### src/verilog/csi_defs.svh
// Constants for the card status indicator block
`ifndef CSI_DEFS_SVH
`define CSI_DEFS_SVH
`define CSI_CARD_NUM_RST    3'h0
`define CSI_BIT_LOCKED      1'h1
`define CSI_BIT_UNLOCKED    1'h0
`define CSI_FS_LOCK         2'h2
`define CSI_FS_CHECK        2'h1
`define CSI_FS_SEARCH       2'h0
`define CSI_TC_LOCK_FLY     2'h3
`define CSI_TC_UNLOCK_FLY   2'h1
`define CSI_TC_UNLOCK_NOFLY 2'h0
`define CSI_SYNC_STAGES     3
`endif

### src/verilog/csi_pkg.sv
// Types for the card status indicator block
package csi_pkg;
   typedef enum logic [1:0] {
      CSI_SEARCH,
      CSI_CHECK,
      CSI_LOCK
   } csi_sync_e;
   typedef struct packed {
      logic card_num_msb_led;
      logic card_num_mid_led;
      logic card_num_lsb_led;
   } csi_card_leds_s;
   typedef struct packed {
      logic       sf_valid;
      logic [1:0] subframe_sync_state_code;
      logic [1:0] frame_sync_state_code;
      logic [1:0] time_reader_state_code;
      logic       bit_lock_code;
   } csi_status_s;
endpackage

### src/verilog/csi_top.sv
// Card status indicator: rear LEDs and host status codes
// Contract
// Lock LED green while bit-sync loop locked
// Three LEDs show host-assigned card number
// Lit is one; top LED is MSB
// Lower left lock, lower right config
// Bit lock code one locked, zero not
// Frame code two lock, one check, zero
// Subframe code only when subframe sync configured
// Subframe counter readable only when configured
// Time code three, one, zero by flywheel
// Host writes card number; device holds it
`timescale 1ns/10ps
`include "csi_defs.svh"
module csi_top #(
   parameter int SFC_W = 10
) (
   input  wire logic                     i_mclk,
   input  wire logic                     i_rstn,
   input  wire logic                     i_bit_dpll_locked,
   input  wire logic                     i_cfg_done,
   input  wire logic                     i_card_num_we,
   input  wire logic [2:0]               i_card_num,
   input  wire csi_pkg::csi_sync_e       i_frame_sync_state,
   input  wire csi_pkg::csi_sync_e       i_subframe_sync_state,
   input  wire logic                     i_subframe_sync_en,
   input  wire logic [SFC_W-1:0]         i_subframe_count,
   input  wire logic                     i_time_locked,
   input  wire logic                     i_time_flywheel,
   output csi_pkg::csi_card_leds_s       o_card_leds,
   output logic                          o_bit_lock_led,
   output logic                          o_cfg_led,
   output csi_pkg::csi_status_s          o_status,
   output logic [SFC_W-1:0]              o_subframe_counter_value
);
   // Counter width outside 1 to 16 bits is refused at elaboration
   if (SFC_W < 1 || SFC_W > 16) begin : g_bad_sfc_w
      $error("csi_top: SFC_W must be 1 to 16");
   end
   // --------------------------------------------------
   // Lock pin crosses in from the bit synchroniser
   // --------------------------------------------------
   logic lock_lvl;
   csi_pin_sync #(.WIDTH(1)) u_lock_sync (
      .i_mclk  (i_mclk),
      .i_rstn  (i_rstn),
      .i_async (i_bit_dpll_locked),
      .o_level (lock_lvl)
   );
   // Encode a tracking state onto the host code
   function automatic logic [1:0] sync_code(csi_pkg::csi_sync_e s);
      case (s)
         csi_pkg::CSI_LOCK:  sync_code = `CSI_FS_LOCK;
         csi_pkg::CSI_CHECK: sync_code = `CSI_FS_CHECK;
         default:            sync_code = `CSI_FS_SEARCH;
      endcase
   endfunction
   // --------------------------------------------------
   // Next-state logic
   // --------------------------------------------------
   logic [2:0]           card_q, card_d;
   logic                 blk_q, blk_d, cfg_q, cfg_d;
   csi_pkg::csi_status_s st_q, st_d;
   logic [SFC_W-1:0]     sfc_q, sfc_d;
   always_comb begin
      card_d = card_q;
      if (i_card_num_we) begin
         card_d = i_card_num;
      end
      blk_d = lock_lvl;
      cfg_d = i_cfg_done;
      st_d  = '0;
      st_d.bit_lock_code = lock_lvl ? `CSI_BIT_LOCKED
                                    : `CSI_BIT_UNLOCKED;
      st_d.frame_sync_state_code = sync_code(i_frame_sync_state);
      // Unconfigured subframe path reports nothing, flagged invalid
      st_d.sf_valid = i_subframe_sync_en;
      if (i_subframe_sync_en) begin
         st_d.subframe_sync_state_code =
            sync_code(i_subframe_sync_state);
      end
      // Locked without flywheel is not a listed state; report lock
      if (i_time_locked) begin
         st_d.time_reader_state_code = `CSI_TC_LOCK_FLY;
      end else if (i_time_flywheel) begin
         st_d.time_reader_state_code = `CSI_TC_UNLOCK_FLY;
      end else begin
         st_d.time_reader_state_code = `CSI_TC_UNLOCK_NOFLY;
      end
      sfc_d = i_subframe_sync_en ? i_subframe_count : '0;
   end
   // Registers only
   always_ff @(posedge i_mclk) begin
      if (!i_rstn) begin
         card_q <= `CSI_CARD_NUM_RST;
         blk_q  <= 1'h0;
         cfg_q  <= 1'h0;
         st_q   <= '0;
         sfc_q  <= '0;
      end else begin
         card_q <= card_d;
         blk_q  <= blk_d;
         cfg_q  <= cfg_d;
         st_q   <= st_d;
         sfc_q  <= sfc_d;
      end
   end
   // --------------------------------------------------
   // Outputs: LED lit for one, bit 2 on the top LED
   // --------------------------------------------------
   assign o_card_leds.card_num_msb_led = card_q[2];
   assign o_card_leds.card_num_mid_led = card_q[1];
   assign o_card_leds.card_num_lsb_led = card_q[0];
   assign o_bit_lock_led           = blk_q;
   assign o_cfg_led                = cfg_q;
   assign o_status                 = st_q;
   assign o_subframe_counter_value = sfc_q;
endmodule

### src/verilog/csi_pin_sync.sv
// Three-stage synchroniser with agreement filter for pin inputs
`timescale 1ns/10ps
`include "csi_defs.svh"
module csi_pin_sync #(
   parameter int WIDTH = 1
) (
   input  wire logic             i_mclk,
   input  wire logic             i_rstn,
   input  wire logic [WIDTH-1:0] i_async,
   output logic      [WIDTH-1:0] o_level
);
   logic [WIDTH-1:0] s1_q, s2_q, s3_q, lvl_q;
   logic [WIDTH-1:0] lvl_d;
   // Refuse an empty vector while the design is elaborated
   if (WIDTH < 1) begin : g_bad_width
      $error("csi_pin_sync: WIDTH must be at least 1");
   end
   // --------------------------------------------------
   // Level follows only when the second and third agree
   // --------------------------------------------------
   always_comb begin
      lvl_d = lvl_q;
      for (int i = 0; i < WIDTH; i++) begin
         if (s2_q[i] == s3_q[i]) begin
            lvl_d[i] = s3_q[i];
         end
      end
   end
   // First stage feeds only the second, to hold metastability back
   always_ff @(posedge i_mclk) begin
      if (!i_rstn) begin
         s1_q  <= '0;
         s2_q  <= '0;
         s3_q  <= '0;
         lvl_q <= '0;
      end else begin
         s1_q  <= i_async;
         s2_q  <= s1_q;
         s3_q  <= s2_q;
         lvl_q <= lvl_d;
      end
   end
   assign o_level = lvl_q;
endmodule

### config.mk
export PLATFORM = sky130hd
export DESIGN_NAME = csi_top
export DESIGN_NICKNAME = d
export VERILOG_FILES = /design/src/verilog/csi_pkg.sv /design/src/verilog/csi_top.sv /design/src/verilog/csi_pin_sync.sv
export VERILOG_INCLUDE_DIRS = /design/src /design/src/verilog
export SDC_FILE = /design/constraint.sdc
export NUM_CORES = 1
export LEC_CHECK = 0
export ABC_AREA = 1
export BUFFER_PORTS_ARGS = -buffer_cell sky130_fd_sc_hd__buf_2
export CORE_ASPECT_RATIO = 0.5
export CORE_MARGIN = 3
export CORE_UTILIZATION = 24
export DETAILED_ROUTE_END_ITERATION = 6
export PLACE_DENSITY_LB_ADDON = 0.25
export SYNTH_ARGS = -nofsm -noshare
export SYNTH_HDL_FRONTEND = slang
export SYNTH_SLANG_ARGS = --single-unit
### constraint.sdc
create_clock -name i_mclk -period 0.8 [get_ports i_mclk]
set_input_delay 0 -clock i_mclk [delete_from_list [all_inputs] [get_ports i_mclk]]
set_output_delay 0 -clock i_mclk [all_outputs]
set_load 0.1 [all_outputs]
# Word-level counts from Yosys, hierarchy flattened
# Cells that the tools add are included.
dict set report totals {
  register_bits 27
  input_bits 25
  output_inout_bits 23
  wordCells 24
}
dict set report classes {
  n_eq_ne 5
  mux 5
  reduce_logical 1
}
# op count
set ops {}
lappend ops {{2-bit case mux with 2 select lines} 2}
lappend ops {{2-bit by 1-bit == test with 1-bit output (second input constant)} 2}
lappend ops {{2-bit == test (second input constant)} 2}
lappend ops {{1-bit 2-to-1 mux} 2}
lappend ops {{2-bit 2-to-1 mux} 1}
lappend ops {{2-bit AND reduction} 1}
lappend ops {{1-bit == test} 1}

# Depth between registers and ports, before layout
# Gate-level depths: netlist of the first run.
dict set report depth {
  word_depth 2
  mapped_depth 4
  mapped_depth_nobuf 4
}

# By module
# From an unflattened synthesis of the first run, not the netlist that was laid out.
dict set report unflattened {
  cells_unflattened 91
  hier_area_um2 822.0
}
# mod n_inst cells_per_inst area_each_um2 seq_area_each_um2
set modules_own_cells {}
lappend modules_own_cells {csi_top 1 78 705.7 440.4}
lappend modules_own_cells {csi_pin_sync 1 13 116.4 80.1}

# Worst setup path before layout of the first run
# OpenSTA, ideal clock, no wires.
dict set report synth_timing {
  kind {register -> output}
  start {reg, netlist name o_bit_lock_led}
  end {out o_status[0] (netlist bit)}
  arrival_ns 1.356
  required_time_ns 0.800
  slack_ns -0.556
  path_stages_with_launch 2
  path_buffers 1
  path_cell_list {dfxtp_1 > buf_4}
}
# element line
set synth_rtl {}
lappend synth_rtl {{to (decl)} csi_top.sv:33} ;# output csi_pkg::csi_status_s o_status,

# Worst setup path in the final report of the first run
dict set report layout_timing {
  start {reg blk_q (netlist: o_bit_lock_led)}
  end {out o_bit_lock_led}
}
# element line
set layout_rtl {}
lappend layout_rtl {{from (decl)} csi_top.sv:62} ;# logic blk_q, blk_d, cfg_q, cfg_d;
lappend layout_rtl {{from (signal assigned)} csi_top.sv:102} ;# blk_q <= blk_d;
lappend layout_rtl {{to (decl)} csi_top.sv:31} ;# output logic o_bit_lock_led,
# No word-level cell between the ends.

==> flow_summary.ini, run 1 <==
[outcome]
status = complete, but fails checks
violations = setup timing

[route]
drc = 0
vias = 723
ant_nets = 0
wire_per_inst_um = 8.74
viasPerCell = 3.62
dr.pass1.iters = 4
drt_iter0_drc = 18
postRouteWirelength_um = 1750

[synthesis]
avgSynthCellArea_um2 = 8.69
yosys-top-cells-area = dfxtp_1 64%, inv_1 11%, nand2_1 9.6%
synth_edf_count = 0
ys_types = 9
ys_warn_count = 0
synth-main-ff-cell = dfxtp_1
async_flop_share_pct = 0
synth_top_area_share_pct = 63.7
synth_compound_area_share_pct = 0
ys_ff_latch = 26
ys_seq_area_share_pct = 63.7
synth_common_cells = 26 x dfxtp_1, 23 x inv_1, 21 x nand2_1
synthSimpleGateAreaFrac_pct = 22.5
muxShareOfSynthArea_pct = 0
yosys.cell_count.top_type = dfxtp_1
synth_fa_ha_area_share_pct = 0
syn_area_um2 = 817
synth_top_family_by_area = simple AND/OR/NAND/NOR gates
syn-num-nets = 119
syn_inst = 94
synth_xor_xnor_area_share_pct = 0
yosys.area.top_type = dfxtp_1

[sta]
maxSlewViolCount = 0
rsz0062_at_grt = true
fin_skew_ns = 0.00101
worst_pin_slew_ns = 0.346
final.period_utilization_pct = 101
slew_headroom_pct = 76.9
fin_ws_ns = -0.00808
setup_viol_count_final = 2
fmax_mhz = 1240
timing.final.crit_period_ns = 0.808
hold_viol = 0

[pwr]
p_int_mw = 2.10
irDropWorstVdd_mv = 0.913
swShare_pct = 29.5
clkPwrFrac_pct = 27.0
p_total_mw = 2.98
power_leakage_nw = 0.857
p_comb_share_pct = 26.2
seqPwrFrac_pct = 46.8
power.switching_mw = 0.879
power.density_mw_per_mm2 = 1760

[grt]
grt_pass1_wl_um = 2730
antenna_found_initial = 0
grt_max_degree = 15
grt.total_usage_pct = 8.95
grt_pass1_vias = 640
overflow = 0

[placement]
post-place-ws_ns = -0.000249
io_buffers = 47
hpwl_um = 1290
place_area_mm2 = 0.00146
globalplace.congestion = 0.628

[setup_path]
setup.worst_path.start_class = flop
path_class = reg2out
critPathMaxStageDelay_ns = 0.38
arrival_ns = 0.81
critPathSlowestCell = dfxtp_4
required_ns = 0.80
path_cells = buf_12
critical_path.max_fanout = 2
end_kind = output pin
critPathTopFamily = flip-flops
critPathBufInv = 1

[clocking]
cts_buffer_depth = 2
cts.clk_slew.worst_paths_ns = 0.08
cts_sinks = 26
h-tree-depth = 1
cts_resized = 0
cts_root_buf = clkbuf_8
clock_latency_ns = 0.26
cts_buffers = 3
cts_tree = yes

[floorplan]
dieArea_mm2 = 0.00418
die_w_um = 88.5
row_count = 14
ios = 48
start_util_pct = 26.2
die_height_um = 47.3
core_mm2 = 0.00312

[final_layout]
final_area_mm2 = 0.00169
antennaDiodeCount = 0
nets = 186
areaGrowthSynthToFinish_pct = 107
largest_register_ffs = 10
final_layout_size_suffix_gt1_share_pct = 51.9

[min_path]
hold_path.class = in2reg

[job]
max_cap_viol_count = 0
[worst register-to-register path, stage by stage (launching register included)]
cell and delay, ns:
dfxtp_1 0.31, nand2_1 0.07, nand2_1 0.05, nand2_1 0.06, inv_1 0.04
[logic make-up (layout without fill, tap and decap cells)]
kind of cell	after synthesis	in the layout
simple gates	42	42
flops	26	26
buf+inv	26	92
[metrics by stage]
step | utilization, % | cells | TNS [ns] | hold WS [ns]
6_report | 54.3 | 200 | -0.0155 | 0.0133
5_1_grt | 54.3 | 200 | -0.416 | 0.0288
3_5_place_dp | 46.8 | 178 | -0.000249 | 0.170
3_3_place_gp | 46.8 | 178 | 0 | 0.165
2_1_floorplan | - | 94 | -0.0616 | 0.0641
4_1_cts | 54.3 | 200 | -0.114 | 0.00365
[layout make-up]
class,instances,area [um^2]
well taps,40,50.0
fillers,281,1420
clock buffers,4,55.1
multi-input cells,42,184
repair buffers,65,761
flip-flops and latches,26,558
inverters,23,86.3
[worst paths after layout]
| check | startpoint | to | slack, ns | cells past startpoint |
|---|---|---|---|---|
| min reg2reg | u_lock_sync.s1_q$_SDFF_PN0_ | u_lock_sync.s2_q$_SDFF_PN0_ | 0.42 | 2 |
| max reg2reg | u_lock_sync.o_level$_SDFFE_PN0N_ | u_lock_sync.o_level$_SDFFE_PN0N_ | 0.16 | 4 |
| max | o_bit_lock_led$_SDFF_PN0_ | o_bit_lock_led | -0.008 | 1 |
| min | i_card_num[1] | o_card_leds[1]$_SDFFE_PN0P_ | 0.01 | 5 |
[power groups by stage]
stage	logic [mW]	clock network (mW)	registers, mW
after floorplan	0.0865	0	1.76
after global placement	0.714	0	1.43
after detailed placement	0.719	0	1.43
after CTS	0.787	0.861	1.40
after global routing	0.819	0.906	1.40
final	0.783	0.805	1.39
[placed cells by master (no fill, tap or decap)]
| master | n |
|---|---|
| dfxtp_1 | 4 |
| inv_1 | 23 |
| buf_2 | 24 |
| nor2_1 | 10 |
| buf_12 | 23 |
| nor3_1 | 1 |
| dfxtp_4 | 4 |
| nand2_2 | 1 |
| dfxtp_2 | 18 |
| nor2_2 | 9 |
| dlygate4sd3_1 | 18 |
| nand2_1 | 21 |
| clkbuf_8 | 4 |
[per-layer routing]
metal / up-vias / share of wire [%] / GRT usage, %
met5: - / 0 / 0
met4: 0 / 0 / 2.71
met2: 22 / 56 / 17.2
met1: 313 / 37 / 9.04
li1: 388 / - / -
met3: 0 / 6.6 / 4.03
[what timing repair did]
item / CTS / global route
buffers inserted: 0 / 0
endpoints found under the setup margin: 9 / 23
endpoints found under the hold margin: 18 / 0
hold buffers: 18 / 0
No activity file was read; power rests on OpenSTA's default activity.
==> inputs of run 2 (changes only) <==
--- a/config.mk
+++ b/config.mk
@@ -8,11 +8,11 @@
 export LEC_CHECK = 0
 export ABC_AREA = 1
 export BUFFER_PORTS_ARGS = -buffer_cell sky130_fd_sc_hd__buf_2
-export CORE_ASPECT_RATIO = 0.5
 export CORE_MARGIN = 3
 export CORE_UTILIZATION = 24
 export DETAILED_ROUTE_END_ITERATION = 6
 export PLACE_DENSITY_LB_ADDON = 0.25
 export SYNTH_ARGS = -nofsm -noshare
 export SYNTH_HDL_FRONTEND = slang
+export SYNTH_HIERARCHICAL = 1
 export SYNTH_SLANG_ARGS = --single-unit
==> run 2 against run 1 <==
The flow still finishes with violations (setup timing). Sequential power is essentially flat. Die area decreased by 0.46%. First-iteration DRC count is 44% lower. Largest cell class unchanged. Highest routed layer unchanged.
==> flow_summary.ini, run 2 <==
[final_layout]
nets = 187
post-route-util_pct = 54.3
layout_common_cells = 24 x buf_2, 23 x buf_12, 22 x dlygate4sd3_1, 21 x inv_1, 18 x dfxtp_2
final_common_cell = buf_2
final_layout_size_suffix_gt1_share_pct = 50.9
areaGrowthSynthToFinish_pct = 108
largest_register_ffs = 10
antennaDiodeCount = 0
final_area_mm2 = 0.00171

[sta]
timing.final.crit_period_ns = 0.872
hold_viol = 0
rsz0062_at_grt = true
slew_headroom_pct = 83.3
fmax_mhz = 1150
fin_ws_ns = -0.0723
fin_skew_ns = 0.000829
final.period_utilization_pct = 109
maxSlewViolCount = 0
setup_viol_count_final = 23
worst_pin_slew_ns = 0.250

[synthesis]
syn-num-nets = 116
yosys.cell_count.top_type = dfxtp_1
ys_ff_latch = 26
yosys-top-cells-area = dfxtp_1 63%, inv_1 9.6%, nand2_1 7.8%
syn_inst = 91
async_flop_share_pct = 0
synth_common_cells = 26 x dfxtp_1, 21 x inv_1, 17 x nand2_1
synth-main-ff-cell = dfxtp_1
synth_edf_count = 0
ys_warn_count = 6
yosys.area.top_type = dfxtp_1
synth_top_area_share_pct = 63.3
syn_area_um2 = 822
ys_types = 12
avgSynthCellArea_um2 = 9.03
ys_seq_area_share_pct = 63.3

[setup_path]
arrival_ns = 0.87
r2r_cells = 2
crit_cells = 1
required_ns = 0.80
startpoint = o_bit_lock_led$_SDFF_PN0_
r2r_end = u_lock_sync/o_level$_SDFFE_PN0N_
critical_path.max_fanout = 2
r2r_start = u_lock_sync/s2_q$_SDFF_PN0_
critPathTopFamily = flip-flops
path_cells = buf_12
path_class = reg2out
setup.worst_path.start_class = flop
critPathMaxStageDelay_ns = 0.39
ff2ff_setup_slack_ns = 0.18
end_kind = output pin
critPathBufInv = 1
crit_end = o_bit_lock_led
critPathSlowestCell = dfxtp_4

[grt]
grt_pass1_wl_um = 3320
grt_pass1_vias = 803
grt_max_degree = 15
overflow = 0
grt.total_usage_pct = 10.1
antenna_found_initial = 0

[route]
wire_per_inst_um = 9.50
ant_nets = 0
postRouteWirelength_um = 1950
drc = 0
drt_iter0_drc = 10
viasPerCell = 3.62
dr.pass1.iters = 3
vias = 743

[floorplan]
ios = 48
start_util_pct = 26.1
core_mm2 = 0.00315
row_count = 20
die_height_um = 64.5
dieArea_mm2 = 0.00416
die_w_um = 64.5

[clocking]
cts_root_buf = clkbuf_4
cts_tree = yes
cts.clk_slew.worst_paths_ns = 0.13
cts_setup_buffers = 0
cts_buffers = 3
clock_latency_ns = 0.30
h-tree-depth = 1
cts_buffer_depth = 2
cts_sinks = 26

[placement]
globalplace.congestion = 0.674
place_area_mm2 = 0.00147
hpwl_um = 1420
io_buffers = 47

[outcome]
violations = setup timing
status = complete, but fails checks

[job]
max_cap_viol_count = 0

[min_path]
hold_path.class = in2reg

[pwr]
irDropWorstVdd_mv = 0.892
power_leakage_nw = 0.841
power.density_mw_per_mm2 = 1600
==> run 2: cell types whose count changed after synthesis <==
cell     change
a21oi_1      +1
buf_4        -1
buf_6        +1
inv_1        -2
nand2_1      -4
nand2_2      -1
nand2_4      +1
nor2_1       +1
nor2_2       -1
nor2_4       +1
o21ai_1      +1
==> run 2: cells by family after synthesis <==
kind of cell,count (synthesis),synth area share [%]
compound gates,2,1.22
flops,26,63.3
simple gates,39,22.2
buf+inv,24,13.2
==> run 2: area by class of cell <==
type                            instances  area [um^2]
Tap cell                               44         55.1
Sequential cell                        26          558
Fill cell                             300         1440
Inverter                               21         78.8
Multi-Input combinational cell         41          193
Timing Repair Buffer                   69          801
Clock buffer                            3         22.5
Clock inverter                          1         3.75
==> run 2: worst min-delay path by stage <==
stage | start | end | slack [ns] | cells after the start
6_report | i_rstn | o_bit_lock_led$_SDFF_PN0_ | 0.009 | 3
5_1_grt | i_subframe_sync_en | o_subframe_counter_value[7]$_SDFF_PN0_ | 0.03 | 3
4_1_cts | i_rstn | o_bit_lock_led$_SDFF_PN0_ | 0.0003 | 3
3_5_place_dp | i_frame_sync_state[0] | o_status[4]$_SDFF_PN0_ | 0.17 | 2
3_3_place_gp | i_frame_sync_state[1] | o_status[3]$_SDFF_PN0_ | 0.17 | 2
2_1_floorplan | i_frame_sync_state[1] | o_status[3]$_SDFF_PN0_ | 0.06 | 1
==> run 2: power by group <==
group          internal [mW]  switching [mW]  total [mW]
Sequential              1.35          0.0445        1.40
Clock                  0.182           0.358       0.540
Combinational          0.327           0.479       0.807
==> run 2: repair_timing <==
action,4_1_cts,5_1_grt
cloned,0,0
resized for setup,0,0
hold buffers,22,0
endpoints found under the setup margin,23,23
hold endpoints to repair,21,0
==> run 2: routing by layer <==
layer  wire length, um  track usage [%]  up-vias  part of all wire [%]
li1                  -                -      394                     -
met1               733             10.0      312                    38
met2               929             17.7       37                    48
met3               284             5.89        0                    15
met4                 0             3.17        0                     0
met5                 0                0        -                     0
==> run 2: through the flow <==
| step | cells | setup TNS, ns | setup slack, ns | power (mW) | hold slack (ns) |
|---|---|---|---|---|---|
| 2_1_floorplan | 91 | -0.0616 | -0.0616 | 1.85 | 0.0641 |
| 3_3_place_gp | 179 | 0 | 0.145 | 2.15 | 0.173 |
| 3_5_place_dp | 179 | 0 | 0.116 | 2.16 | 0.167 |
| 4_1_cts | 205 | -1.44 | -0.0899 | 2.78 | 0.000301 |
| 5_1_grt | 205 | -2.10 | -0.115 | 2.88 | 0.0302 |
| 6_report | 205 | -1.06 | -0.0723 | 2.74 | 0.00863 |
